<file path="src/inc/pad_cfg_pkg.sv">
package pad_cfg_pkg;

   // ----------------------------------------------------------------
   // Register indices; the byte address is four times the index.
   // ----------------------------------------------------------------
   localparam int unsigned num_regs = 13;
   localparam logic [11:0] idx_port_a_input_threshold = 12'hf0d;
   localparam logic [11:0] idx_port_a_slew_limit = 12'hf0e;
   localparam logic [11:0] idx_port_b_input_threshold = 12'hf15;
   localparam logic [11:0] idx_port_b_slew_limit = 12'hf16;
   localparam logic [11:0] idx_port_c_input_threshold = 12'hf1d;
   localparam logic [11:0] idx_port_c_slew_limit = 12'hf1e;
   localparam logic [11:0] idx_port_c_sink_only_drive = 12'hf1f;
   localparam logic [11:0] idx_port_d_input_threshold = 12'hf22;
   localparam logic [11:0] idx_port_d_slew_limit = 12'hf23;
   localparam logic [11:0] idx_port_d_sink_only_drive = 12'hf24;
   localparam logic [11:0] idx_port_e_input_threshold = 12'hf2a;
   localparam logic [11:0] idx_port_e_slew_limit = 12'hf2b;
   localparam logic [11:0] idx_port_e_sink_only_drive = 12'hf2c;

   // ----------------------------------------------------------------
   // Slot numbers of the registers in the storage array.
   // ----------------------------------------------------------------
   localparam int unsigned slot_thr_a = 0;
   localparam int unsigned slot_slew_a = 1;
   localparam int unsigned slot_thr_b = 2;
   localparam int unsigned slot_slew_b = 3;
   localparam int unsigned slot_thr_c = 4;
   localparam int unsigned slot_slew_c = 5;
   localparam int unsigned slot_sink_c = 6;
   localparam int unsigned slot_thr_d = 7;
   localparam int unsigned slot_slew_d = 8;
   localparam int unsigned slot_sink_d = 9;
   localparam int unsigned slot_thr_e = 10;
   localparam int unsigned slot_slew_e = 11;
   localparam int unsigned slot_sink_e = 12;

   localparam logic [12:0][11:0] reg_index = {
      idx_port_e_sink_only_drive, idx_port_e_slew_limit,
      idx_port_e_input_threshold, idx_port_d_sink_only_drive,
      idx_port_d_slew_limit, idx_port_d_input_threshold,
      idx_port_c_sink_only_drive, idx_port_c_slew_limit,
      idx_port_c_input_threshold, idx_port_b_slew_limit,
      idx_port_b_input_threshold, idx_port_a_slew_limit,
      idx_port_a_input_threshold};

   // ----------------------------------------------------------------
   // Implemented bits and reset values.
   // ----------------------------------------------------------------
   localparam logic [7:0] mask_full = 8'hff;
   localparam logic [7:0] mask_e_thr = 8'h0f;
   localparam logic [7:0] mask_e_drive = 8'h07;
   localparam logic [7:0] reset_thr = 8'hff;
   localparam logic [7:0] reset_slew = 8'hff;
   localparam logic [7:0] reset_sink = 8'h00;

   localparam logic [12:0][7:0] reg_mask = {
      mask_e_drive, mask_e_drive, mask_e_thr, mask_full, mask_full,
      mask_full, mask_full, mask_full, mask_full, mask_full, mask_full,
      mask_full, mask_full};

   localparam logic [12:0][7:0] reg_reset = {
      reset_sink, reset_slew, reset_thr, reset_sink, reset_slew,
      reset_thr, reset_sink, reset_slew, reset_thr, reset_slew,
      reset_thr, reset_slew, reset_thr};

   // ----------------------------------------------------------------
   // Pin positions that the serial peripheral may claim for I2C.
   // ----------------------------------------------------------------
   localparam logic [7:0] i2c_pins_b = 8'h06;
   localparam logic [7:0] i2c_pins_c = 8'h18;

endpackage

</file>
<file path="src/hdl/pad_drive_input_config.sv">
// Functional notes
// - Sink-only bit set: pad pulls low only, releases line for high.
// - Sink-only bit clear: pad drives both high and low.
// - Port C and D sink-only registers: 8 RW bits, reset 0.
// - Port E sink-only register implements bits 2 to 0 only.
// - Slew bit set: slew limiting asserted toward the pad.
// - Slew bit clear: pad slews at maximum rate.
// - Port A to D slew registers: 8 RW bits, reset all ones.
// - Port E slew register implements bits 2 to 0 only.
// - Threshold bit set: Schmitt input feeds reads and change detection.
// - Threshold bit clear: TTL input feeds reads and change detection.
// - Port A to D threshold registers: 8 RW bits, reset all ones.
// - Port B pins 2,1 use Schmitt input when claimed by I2C.
// - Port C pins 4,3 use Schmitt input when claimed by I2C.
// - Port E threshold register: bits 3 to 0 RW, reset ones.
`timescale 1ns/1ns
`default_nettype none

module pad_drive_input_config
(
   // Clock and reset.
   input wire logic pclk,
   input wire logic presetn,
   // APB slave.
   input wire logic psel,
   input wire logic penable,
   input wire logic pwrite,
   input wire logic [13:0] paddr,
   input wire logic [31:0] pwdata,
   input wire logic [3:0] pstrb,
   output logic [31:0] prdata,
   output logic pready,
   output logic pslverr,
   // Serial peripheral I2C claim.
   input wire logic i2c_mode_en,
   input wire logic i2c_on_port_b,
   input wire logic i2c_on_port_c,
   // Port output requests from the port logic.
   input wire logic [7:0] port_a_out,
   input wire logic [7:0] port_a_out_en,
   input wire logic [7:0] port_b_out,
   input wire logic [7:0] port_b_out_en,
   input wire logic [7:0] port_c_out,
   input wire logic [7:0] port_c_out_en,
   input wire logic [7:0] port_d_out,
   input wire logic [7:0] port_d_out_en,
   input wire logic [2:0] port_e_out,
   input wire logic [2:0] port_e_out_en,
   // Pad input buffers.
   input wire logic [7:0] pad_a_st,
   input wire logic [7:0] pad_a_ttl,
   input wire logic [7:0] pad_b_st,
   input wire logic [7:0] pad_b_ttl,
   input wire logic [7:0] pad_c_st,
   input wire logic [7:0] pad_c_ttl,
   input wire logic [7:0] pad_d_st,
   input wire logic [7:0] pad_d_ttl,
   input wire logic [3:0] pad_e_st,
   input wire logic [3:0] pad_e_ttl,
   // Pad drivers.
   output logic [7:0] pad_a_out,
   output logic [7:0] pad_a_oe,
   output logic [7:0] pad_a_slew,
   output logic [7:0] pad_b_out,
   output logic [7:0] pad_b_oe,
   output logic [7:0] pad_b_slew,
   output logic [7:0] pad_c_out,
   output logic [7:0] pad_c_oe,
   output logic [7:0] pad_c_slew,
   output logic [7:0] pad_d_out,
   output logic [7:0] pad_d_oe,
   output logic [7:0] pad_d_slew,
   output logic [2:0] pad_e_out,
   output logic [2:0] pad_e_oe,
   output logic [2:0] pad_e_slew,
   // Selected input levels for port reads and change detection.
   output logic [7:0] pin_a_level,
   output logic [7:0] pin_b_level,
   output logic [7:0] pin_c_level,
   output logic [7:0] pin_d_level,
   output logic [3:0] pin_e_level
);

   // ----------------------------------------------------------------
   // Register storage and bus decode.
   // ----------------------------------------------------------------
   logic [7:0] regs_q [13];
   logic [12:0] hit;
   logic any_hit;
   logic access;
   logic wr_en;
   logic pready_q;
   logic pslverr_q;
   logic [31:0] prdata_q;
   logic [7:0] rd_d;

   // ----------------------------------------------------------------
   // Access phase detection.
   // ----------------------------------------------------------------
   assign access = psel & penable & ~pready_q;

   // ----------------------------------------------------------------
   // Write enable in the completing access cycle.
   // ----------------------------------------------------------------
   assign wr_en = psel & penable & pready_q & pwrite & pstrb[0];

   // ----------------------------------------------------------------
   // Decode and storage per register.
   // ----------------------------------------------------------------
   genvar k;
   generate
      for (k = 0; k < 13; k++)
      begin : g_reg
         assign hit[k] = (paddr[13:2] == pad_cfg_pkg::reg_index[k]);
         always_ff @(posedge pclk or negedge presetn)
         begin
            if (!presetn)
               regs_q[k] <= pad_cfg_pkg::reg_reset[k]
                            & pad_cfg_pkg::reg_mask[k];
            else if (wr_en && hit[k])
               regs_q[k] <= pwdata[7:0]
                            & pad_cfg_pkg::reg_mask[k];
         end
      end
   endgenerate

   // ----------------------------------------------------------------
   // Read selection.
   // ----------------------------------------------------------------
   assign any_hit = |hit;

   always_comb
   begin
      rd_d = 8'h00;
      unique case (paddr[13:2])
         pad_cfg_pkg::idx_port_a_input_threshold:
            rd_d = regs_q[pad_cfg_pkg::slot_thr_a];
         pad_cfg_pkg::idx_port_a_slew_limit:
            rd_d = regs_q[pad_cfg_pkg::slot_slew_a];
         pad_cfg_pkg::idx_port_b_input_threshold:
            rd_d = regs_q[pad_cfg_pkg::slot_thr_b];
         pad_cfg_pkg::idx_port_b_slew_limit:
            rd_d = regs_q[pad_cfg_pkg::slot_slew_b];
         pad_cfg_pkg::idx_port_c_input_threshold:
            rd_d = regs_q[pad_cfg_pkg::slot_thr_c];
         pad_cfg_pkg::idx_port_c_slew_limit:
            rd_d = regs_q[pad_cfg_pkg::slot_slew_c];
         pad_cfg_pkg::idx_port_c_sink_only_drive:
            rd_d = regs_q[pad_cfg_pkg::slot_sink_c];
         pad_cfg_pkg::idx_port_d_input_threshold:
            rd_d = regs_q[pad_cfg_pkg::slot_thr_d];
         pad_cfg_pkg::idx_port_d_slew_limit:
            rd_d = regs_q[pad_cfg_pkg::slot_slew_d];
         pad_cfg_pkg::idx_port_d_sink_only_drive:
            rd_d = regs_q[pad_cfg_pkg::slot_sink_d];
         pad_cfg_pkg::idx_port_e_input_threshold:
            rd_d = regs_q[pad_cfg_pkg::slot_thr_e];
         pad_cfg_pkg::idx_port_e_slew_limit:
            rd_d = regs_q[pad_cfg_pkg::slot_slew_e];
         pad_cfg_pkg::idx_port_e_sink_only_drive:
            rd_d = regs_q[pad_cfg_pkg::slot_sink_e];
         default:
            rd_d = 8'h00;
      endcase
   end

   // ----------------------------------------------------------------
   // APB answer: one wait state, error on an unmapped address.
   // ----------------------------------------------------------------
   always_ff @(posedge pclk or negedge presetn)
   begin
      if (!presetn)
         pready_q <= 1'b0;
      else
         pready_q <= access;
   end

   // ----------------------------------------------------------------
   // Error answer for an unmapped address.
   // ----------------------------------------------------------------
   always_ff @(posedge pclk or negedge presetn)
   begin
      if (!presetn)
         pslverr_q <= 1'b0;
      else
         pslverr_q <= access & ~any_hit;
   end

   // ----------------------------------------------------------------
   // Read data, standing only while ready is high.
   // ----------------------------------------------------------------
   always_ff @(posedge pclk or negedge presetn)
   begin
      if (!presetn)
         prdata_q <= 32'h0000_0000;
      else if (access && !pwrite)
         prdata_q <= {24'h00_0000, rd_d};
      else if (pready_q)
         prdata_q <= 32'h0000_0000;
   end

   // ----------------------------------------------------------------
   // Bus answer outputs.
   // ----------------------------------------------------------------
   assign pready = pready_q;
   assign pslverr = pslverr_q;
   assign prdata = prdata_q;

   // ----------------------------------------------------------------
   // Per-pin pad control over all forty pin positions.
   // ----------------------------------------------------------------
   // Requests and pad inputs gathered over all pins.
   logic [39:0] req_out;
   logic [39:0] req_en;
   logic [39:0] in_st;
   logic [39:0] in_ttl;

   // Register fields spread over all pins.
   logic [39:0] sink_only;
   logic [39:0] slew_lim;
   logic [39:0] thr_st;
   logic [39:0] force_st;
   logic claim_b;
   logic claim_c;

   // Next values.
   logic [39:0] out_d;
   logic [39:0] oe_d;
   logic [39:0] level_d;

   // Registered pad controls.
   logic [39:0] out_q;
   logic [39:0] oe_q;
   logic [39:0] slew_q;
   logic [39:0] level_q;

   // ----------------------------------------------------------------
   // Requests and pad inputs gathered over all pins.
   // ----------------------------------------------------------------
   assign req_out = {5'h00, port_e_out, port_d_out, port_c_out,
                     port_b_out, port_a_out};
   assign req_en = {5'h00, port_e_out_en, port_d_out_en, port_c_out_en,
                    port_b_out_en, port_a_out_en};
   assign in_st = {4'h0, pad_e_st, pad_d_st, pad_c_st, pad_b_st, pad_a_st};
   assign in_ttl = {4'h0, pad_e_ttl, pad_d_ttl, pad_c_ttl, pad_b_ttl,
                    pad_a_ttl};

   // ----------------------------------------------------------------
   // Register fields spread over all pins.
   // ----------------------------------------------------------------
   assign sink_only = {regs_q[pad_cfg_pkg::slot_sink_e],
                       regs_q[pad_cfg_pkg::slot_sink_d],
                       regs_q[pad_cfg_pkg::slot_sink_c], 16'h0000};
   assign slew_lim = {regs_q[pad_cfg_pkg::slot_slew_e],
                      regs_q[pad_cfg_pkg::slot_slew_d],
                      regs_q[pad_cfg_pkg::slot_slew_c],
                      regs_q[pad_cfg_pkg::slot_slew_b],
                      regs_q[pad_cfg_pkg::slot_slew_a]};

   // ----------------------------------------------------------------
   // Input threshold choice per pin.
   // ----------------------------------------------------------------
   assign thr_st = {regs_q[pad_cfg_pkg::slot_thr_e],
                    regs_q[pad_cfg_pkg::slot_thr_d],
                    regs_q[pad_cfg_pkg::slot_thr_c],
                    regs_q[pad_cfg_pkg::slot_thr_b],
                    regs_q[pad_cfg_pkg::slot_thr_a]};

   // ----------------------------------------------------------------
   // An I2C claim forces the Schmitt input on the claimed pins.
   // ----------------------------------------------------------------
   assign claim_b = i2c_mode_en & i2c_on_port_b;
   assign claim_c = i2c_mode_en & i2c_on_port_c;
   assign force_st = {16'h0000,
      pad_cfg_pkg::i2c_pins_c & {8{claim_c}},
      pad_cfg_pkg::i2c_pins_b & {8{claim_b}},
      8'h00};

   // ----------------------------------------------------------------
   // Per-pin drive and input selection.
   // ----------------------------------------------------------------
   genvar p;
   generate
      for (p = 0; p < 40; p++)
      begin : g_pin
         // A sink-only pin drives zero and releases when high is wanted.
         assign out_d[p] = req_out[p] & ~sink_only[p];
         assign oe_d[p] = req_en[p] & (~sink_only[p] | ~req_out[p]);
         assign level_d[p] = (thr_st[p] | force_st[p]) ? in_st[p]
                                                        : in_ttl[p];
      end
   endgenerate

   // ----------------------------------------------------------------
   // Drive value register.
   // ----------------------------------------------------------------
   always_ff @(posedge pclk or negedge presetn)
   begin
      if (!presetn)
         out_q <= 40'h00_0000_0000;
      else
         out_q <= out_d;
   end

   // ----------------------------------------------------------------
   // Drive enable register.
   // ----------------------------------------------------------------
   always_ff @(posedge pclk or negedge presetn)
   begin
      if (!presetn)
         oe_q <= 40'h00_0000_0000;
      else
         oe_q <= oe_d;
   end

   // ----------------------------------------------------------------
   // Slew limit register.
   // ----------------------------------------------------------------
   always_ff @(posedge pclk or negedge presetn)
   begin
      if (!presetn)
         slew_q <= {pad_cfg_pkg::reg_reset[pad_cfg_pkg::slot_slew_e],
                    32'hffff_ffff};
      else
         slew_q <= slew_lim;
   end

   // ----------------------------------------------------------------
   // Selected input level register.
   // ----------------------------------------------------------------
   always_ff @(posedge pclk or negedge presetn)
   begin
      if (!presetn)
         level_q <= 40'h00_0000_0000;
      else
         level_q <= level_d;
   end

   // ----------------------------------------------------------------
   // Drive value slices.
   // ----------------------------------------------------------------
   assign pad_a_out = out_q[7:0];
   assign pad_b_out = out_q[15:8];
   assign pad_c_out = out_q[23:16];
   assign pad_d_out = out_q[31:24];
   assign pad_e_out = out_q[34:32];

   // ----------------------------------------------------------------
   // Drive enable slices.
   // ----------------------------------------------------------------
   assign pad_a_oe = oe_q[7:0];
   assign pad_b_oe = oe_q[15:8];
   assign pad_c_oe = oe_q[23:16];
   assign pad_d_oe = oe_q[31:24];
   assign pad_e_oe = oe_q[34:32];

   // ----------------------------------------------------------------
   // Slew limit slices.
   // ----------------------------------------------------------------
   assign pad_a_slew = slew_q[7:0];
   assign pad_b_slew = slew_q[15:8];
   assign pad_c_slew = slew_q[23:16];
   assign pad_d_slew = slew_q[31:24];
   assign pad_e_slew = slew_q[34:32];

   // ----------------------------------------------------------------
   // Selected input level slices.
   // ----------------------------------------------------------------
   assign pin_a_level = level_q[7:0];
   assign pin_b_level = level_q[15:8];
   assign pin_c_level = level_q[23:16];
   assign pin_d_level = level_q[31:24];
   assign pin_e_level = level_q[35:32];

endmodule

`default_nettype wire

</file>
<file path="config.mk">
export PLATFORM = sky130hd
export DESIGN_NAME = pad_drive_input_config
export DESIGN_NICKNAME = d
export VERILOG_FILES = /design/src/inc/pad_cfg_pkg.sv /design/src/hdl/pad_drive_input_config.sv
export SDC_FILE = /design/constraint.sdc
export NUM_CORES = 1
export LEC_CHECK = 0
export BUFFER_PORTS_ARGS = -buffer_cell sky130_fd_sc_hd__buf_4
export CORE_MARGIN = 2
export CORE_UTILIZATION = 40
export DETAILED_ROUTE_END_ITERATION = 7
export PLACE_DENSITY = 0.68
export SYNTH_ARGS = -nofsm -noshare
export SYNTH_HDL_FRONTEND = slang
export SYNTH_SLANG_ARGS = --single-unit
export TNS_END_PERCENT = 20
</file>
<file path="constraint.sdc">
create_clock -name pclk -period 2.27 [get_ports pclk]
set_input_delay 0.227 -clock pclk [delete_from_list [all_inputs] [get_ports pclk]]
set_output_delay 0.227 -clock pclk [all_outputs]
set_load 0.05 [all_outputs]
</file>
[Word-level counts from Yosys, hierarchy flattened]
Index checks and enable logic that the tools add are counted.
W data, S select, Z words.
Storage, ports and cells
  bits in registers: 265
  latch bits: 0
  bits in writable memories: 0
  bits in read-only memories: 0
  input bits: 200
  output and inout port bits: 175
  word-level logic and storage cells: 198
  memories kept: 0
Cells by class
  add/sub/neg operators: 0
  multiply operators: 0
  div/mod/pow operators: 0
  $lt $le $gt $ge: 0
  eq/ne operators: 13
  shift-type cells: 0
  multiplexer cells: 39
  bitwise logic cells: 109
  reduce and logical (&&, ||, !) cells: 17
Operator list (count)
  $eq A12 B12 Y1 const B: 13
  $pmux W8 S13: 1
  $mux W32: 2
  $and A1 B1 Y1: 46
  $not A1 Y1: 40
  $mux W1: 36
  $or A1 B1 Y1: 23
  $logic_and A1 B1 Y1: 14
  $reduce_or A13 Y1: 1
  $reduce_bool A2 Y1: 1
  $logic_not A1 Y1: 1

[Longest topological paths before layout]
  depth after elaboration: 5
  gate-level depth with buffers: 7
  depth with buffers taken out: 5

[Worst setup path after synthesis]
No wires, ideal clock.
  path type: reg-to-reg
  start: register pready_q, in the netlist pready
  end: register regs_q[24] (netlist name)
  setup time: 0.125 ns
  arrival time: 2.192 ns
  required time: 2.145 ns
  setup slack: -0.046 ns
  stages on the path, launching flop included: 7
  path buffers: 2
  clock period less this slack: 2.316 ns
  cells stage by stage: dfrtp_1 nand3_1 or2_2 buf_2 or4_1 clkbuf_1 mux2_2
Between the ends
  word-level cells in the longest chain between the ends: 4
Ends and longest elaborated chain
  start: declaration: line pad_drive_input_config.sv:92  | logic pready_q;
  start signal: assignment: line pad_drive_input_config.sv:175  | pready_q <= access;
  $and A1 B1 Y1 (3 in a row): line pad_drive_input_config.sv:105  | assign wr_en = psel & penable & pready_q & pwrite & pstrb[0];
  $logic_and A1 B1 Y1: line pad_drive_input_config.sv:120  | else if (wr_en && hit[k])
  end signal: indexed assignment: line pad_drive_input_config.sv:118  | regs_q[k] <= pad_cfg_pkg::reg_reset[k]
  end signal: indexed assignment: line pad_drive_input_config.sv:121  | regs_q[k] <= pwdata[7:0]
  end: declaration: line pad_drive_input_config.sv:87  | logic [7:0] regs_q [13];
No other way between the ends.
A chain may end at the register's enable or synchronous reset.

[Worst setup path after layout]
  start: register pready_q, in the netlist pready
  end: register regs_q[26] (netlist name)
The elaborated chain is that of the path after synthesis.

==> metrics.yaml <==
place_ws_ns: 0.0901
setup_viol: 0
die_h_um: 157
drv_slew: 0
yosysTopAreaCellShare_pct: 36.1
gr-total-overflow: 0
rsz0062_at_grt: "no"
cts_buffer_depth: 3
io_buffers: 321
critPathMaxStageDelay_ns: 0.74
viasPerCell: 4.85
drt-initial-drc-count: 267
whs_ns: 0.0180
syn_avg_cell_area_um2: 15.1
synth_common_cells: "135 x dfrtp_1, 133 x mux2_2, 106 x dfstp_2"
numCtsBuffers: 26
ir_drop_uv: 417
power_density_mw_per_mm2: 677
grt_usage_pct: 23.4
yosysMostFrequentCell: "dfrtp_1"
io-pin-count: 375
worst_setup_path_end_kind: "register"
areaGrowthSynthToFinish_pct: 56.3
cts_tree: "yes"
synth_edf_count: 0
synth_top_area_cell: "dfrtp_1"
fill_cells: 1702
diodes: 0
grt_pass1_vias: 7699
synth-seq-cells: 241
synth_top_flop_cell: "dfrtp_1"
finalHoldViolCount: 0
skew_ns: 0.00988
start_kind: "register"
clk_pin_slew_ns: 0.06
async_flop_share_pct: 100
drive_gt1_share_pct: 57.6
critPathArrivalTime_ns: 2.43
clockRootBuffer: "clkbuf_16"
cp_slowest_cell: "or4_1"
grt_pass1_wl_mm: 43.8
cts.sinks: 241
syn-cell-area_mm2: 0.00936
yosysSeqAreaShare_pct: 65.8
avgRoutedWirePerCell_um: 19.8
routabilityCongestion: 0.910
p_leak_nw: 6.66
nets: 1334
cp_max_fo: 8
status: "completed"
vias: 7118
grt_max_degree: 67
min_path_type: "input pin to register"
max_slew_margin_pct: 54.0
synth_warnings: 0
crit_buf_inv: 0
worst_pin_slew_ns: 0.686
finish.utilization_pct: 64.2
clock_latency_ns: 0.53
fin_setup_tns_ns: 0
cp_top_family: "simple AND/OR/NAND/NOR gates"
ant_nets: 0
die_w_um: 157
finalCritPeriodShare_pct: 88.7
die_area_mm2: 0.0246
max_freq_ghz: 0.497
drt_wl_total_mm: 29.0
worst_slack_ns: 0.257
htree_levels: 1
drc: 0
num_rows: 55
synthTopCellsByArea: "dfrtp_1 36%, dfstp_2 30%, mux2_2 16%, buf_4 1.9%, a21boi_0 1.5%"
dr.pass1.iters: 4
hpwlAfterDp_mm: 20.2
maxCapViolCount: 0
crit_type: "register to register"
yosysUniqueCellTypes: 58
antenna_found_initial: 0
path_cells: "nand3_1 -> or2_2 -> or4_1 -> mux2_2"
syn_inst: 622
core_mm2: 0.0228
initial_utilization_pct: 41.1
cp.required_ns: 2.68
period_needed_ns: 2.01
==> state kept, by name, summed over array words and instances (netlist names) <==
name and flops:
level_q 36, regs_q 90, prdata 8, slew_q 35, out_q 35, pready 1, pslverr 1, oe_q 35
==> per-layer routing <==
layer / routed length [um] / global-route usage, %
met5: 0 / 0
met2: 14900 / 41.7
met1: 11200 / 28.2
met4: 754 / 7.43
met3: 2200 / 5.34
==> final timing paths <==
path	from	endpoint	slack, ns	cells after the start
setup / recovery	pready	regs_q[26]	0.26	4
hold / removal	psel	pready	0.02	3
setup reg to reg	pready	regs_q[26]	0.26	4
hold reg to reg	regs_q[89]	slew_q[1]	0.37	0
max in group asynchronous	presetn	slew_q[21]	1.34	3
min in group asynchronous	presetn	oe_q[7]	0.18	2
==> where the power goes <==
| group | internal [mW] | switching (mW) |
|---|---|---|
| clock | 2.42 | 1.71 |
| combinational | 0.564 | 0.784 |
| sequential | 4.41 | 0.0319 |
| total | 7.39 | 2.52 |
==> through the flow <==
stage	area (um2)	std cells	total power, mW
6_report	14600	1467	9.91
5_1_grt	14600	1467	10.3
4_1_cts	14600	1467	9.98
3_5_place_dp	12300	1275	5.65
3_3_place_gp	12300	1275	5.64
2_1_floorplan	9450	645	5.11
==> placed cells by master (no fill, tap or decap), types with 6 or more instances in the layout <==
cell type / instances
a21boi_0: 19
a21oi_1: 6
a22o_1: 8
a22oi_1: 13
buf_4: 357
clkbuf_16: 27
clkinv_2: 9
conb_1: 24
dfrtp_1: 134
dfstp_2: 106
dlygate4sd3_1: 144
mux2_2: 133
mux2i_1: 10
nand2_1: 18
nand3_1: 10
nor2_1: 10
nor2b_1: 22
nor3_1: 8
o21ai_0: 6
==> cell type report <==
cell class	instances	area, um2	area share, %
Clock buffer	35	746	5.10
Clock inverter	13	98.8	0.676
Inverter	3	11.3	0.0770
Multi-Input combinational cell	356	3000	20.5
Sequential cell	241	6160	42.1
Tap cell	313	392	2.68
Timing Repair Buffer	506	4220	28.8
==> worst min-delay path, delay by kind of cell <==
kind / cells / cell delay [ns]
buf+inv: 1 / 0.11
simple gates: 2 / 0.17
==> cell families after synthesis <==
group | count (synthesis) | synth area share (%)
flip-flops | 241 | 65.8
multiplexers | 144 | 17.3
AND/OR/NAND/NOR | 108 | 7.28
AO/OA/AOI/OAI | 80 | 6.50
buffers and inverters | 48 | 3.03
other | 1 | 0.0401
==> what timing repair did <==
| action | 4_1_cts | 5_1_grt |
|---|---|---|
| hold buffers | 144 | 0 |
| gates resized for setup | 0 | 0 |
| setup endpoints to repair | 0 | 0 |
| setup buffers | 0 | 0 |
| endpoints found under the hold margin | 175 | 0 |
Note: power is estimated with default switching activity, not from simulation.
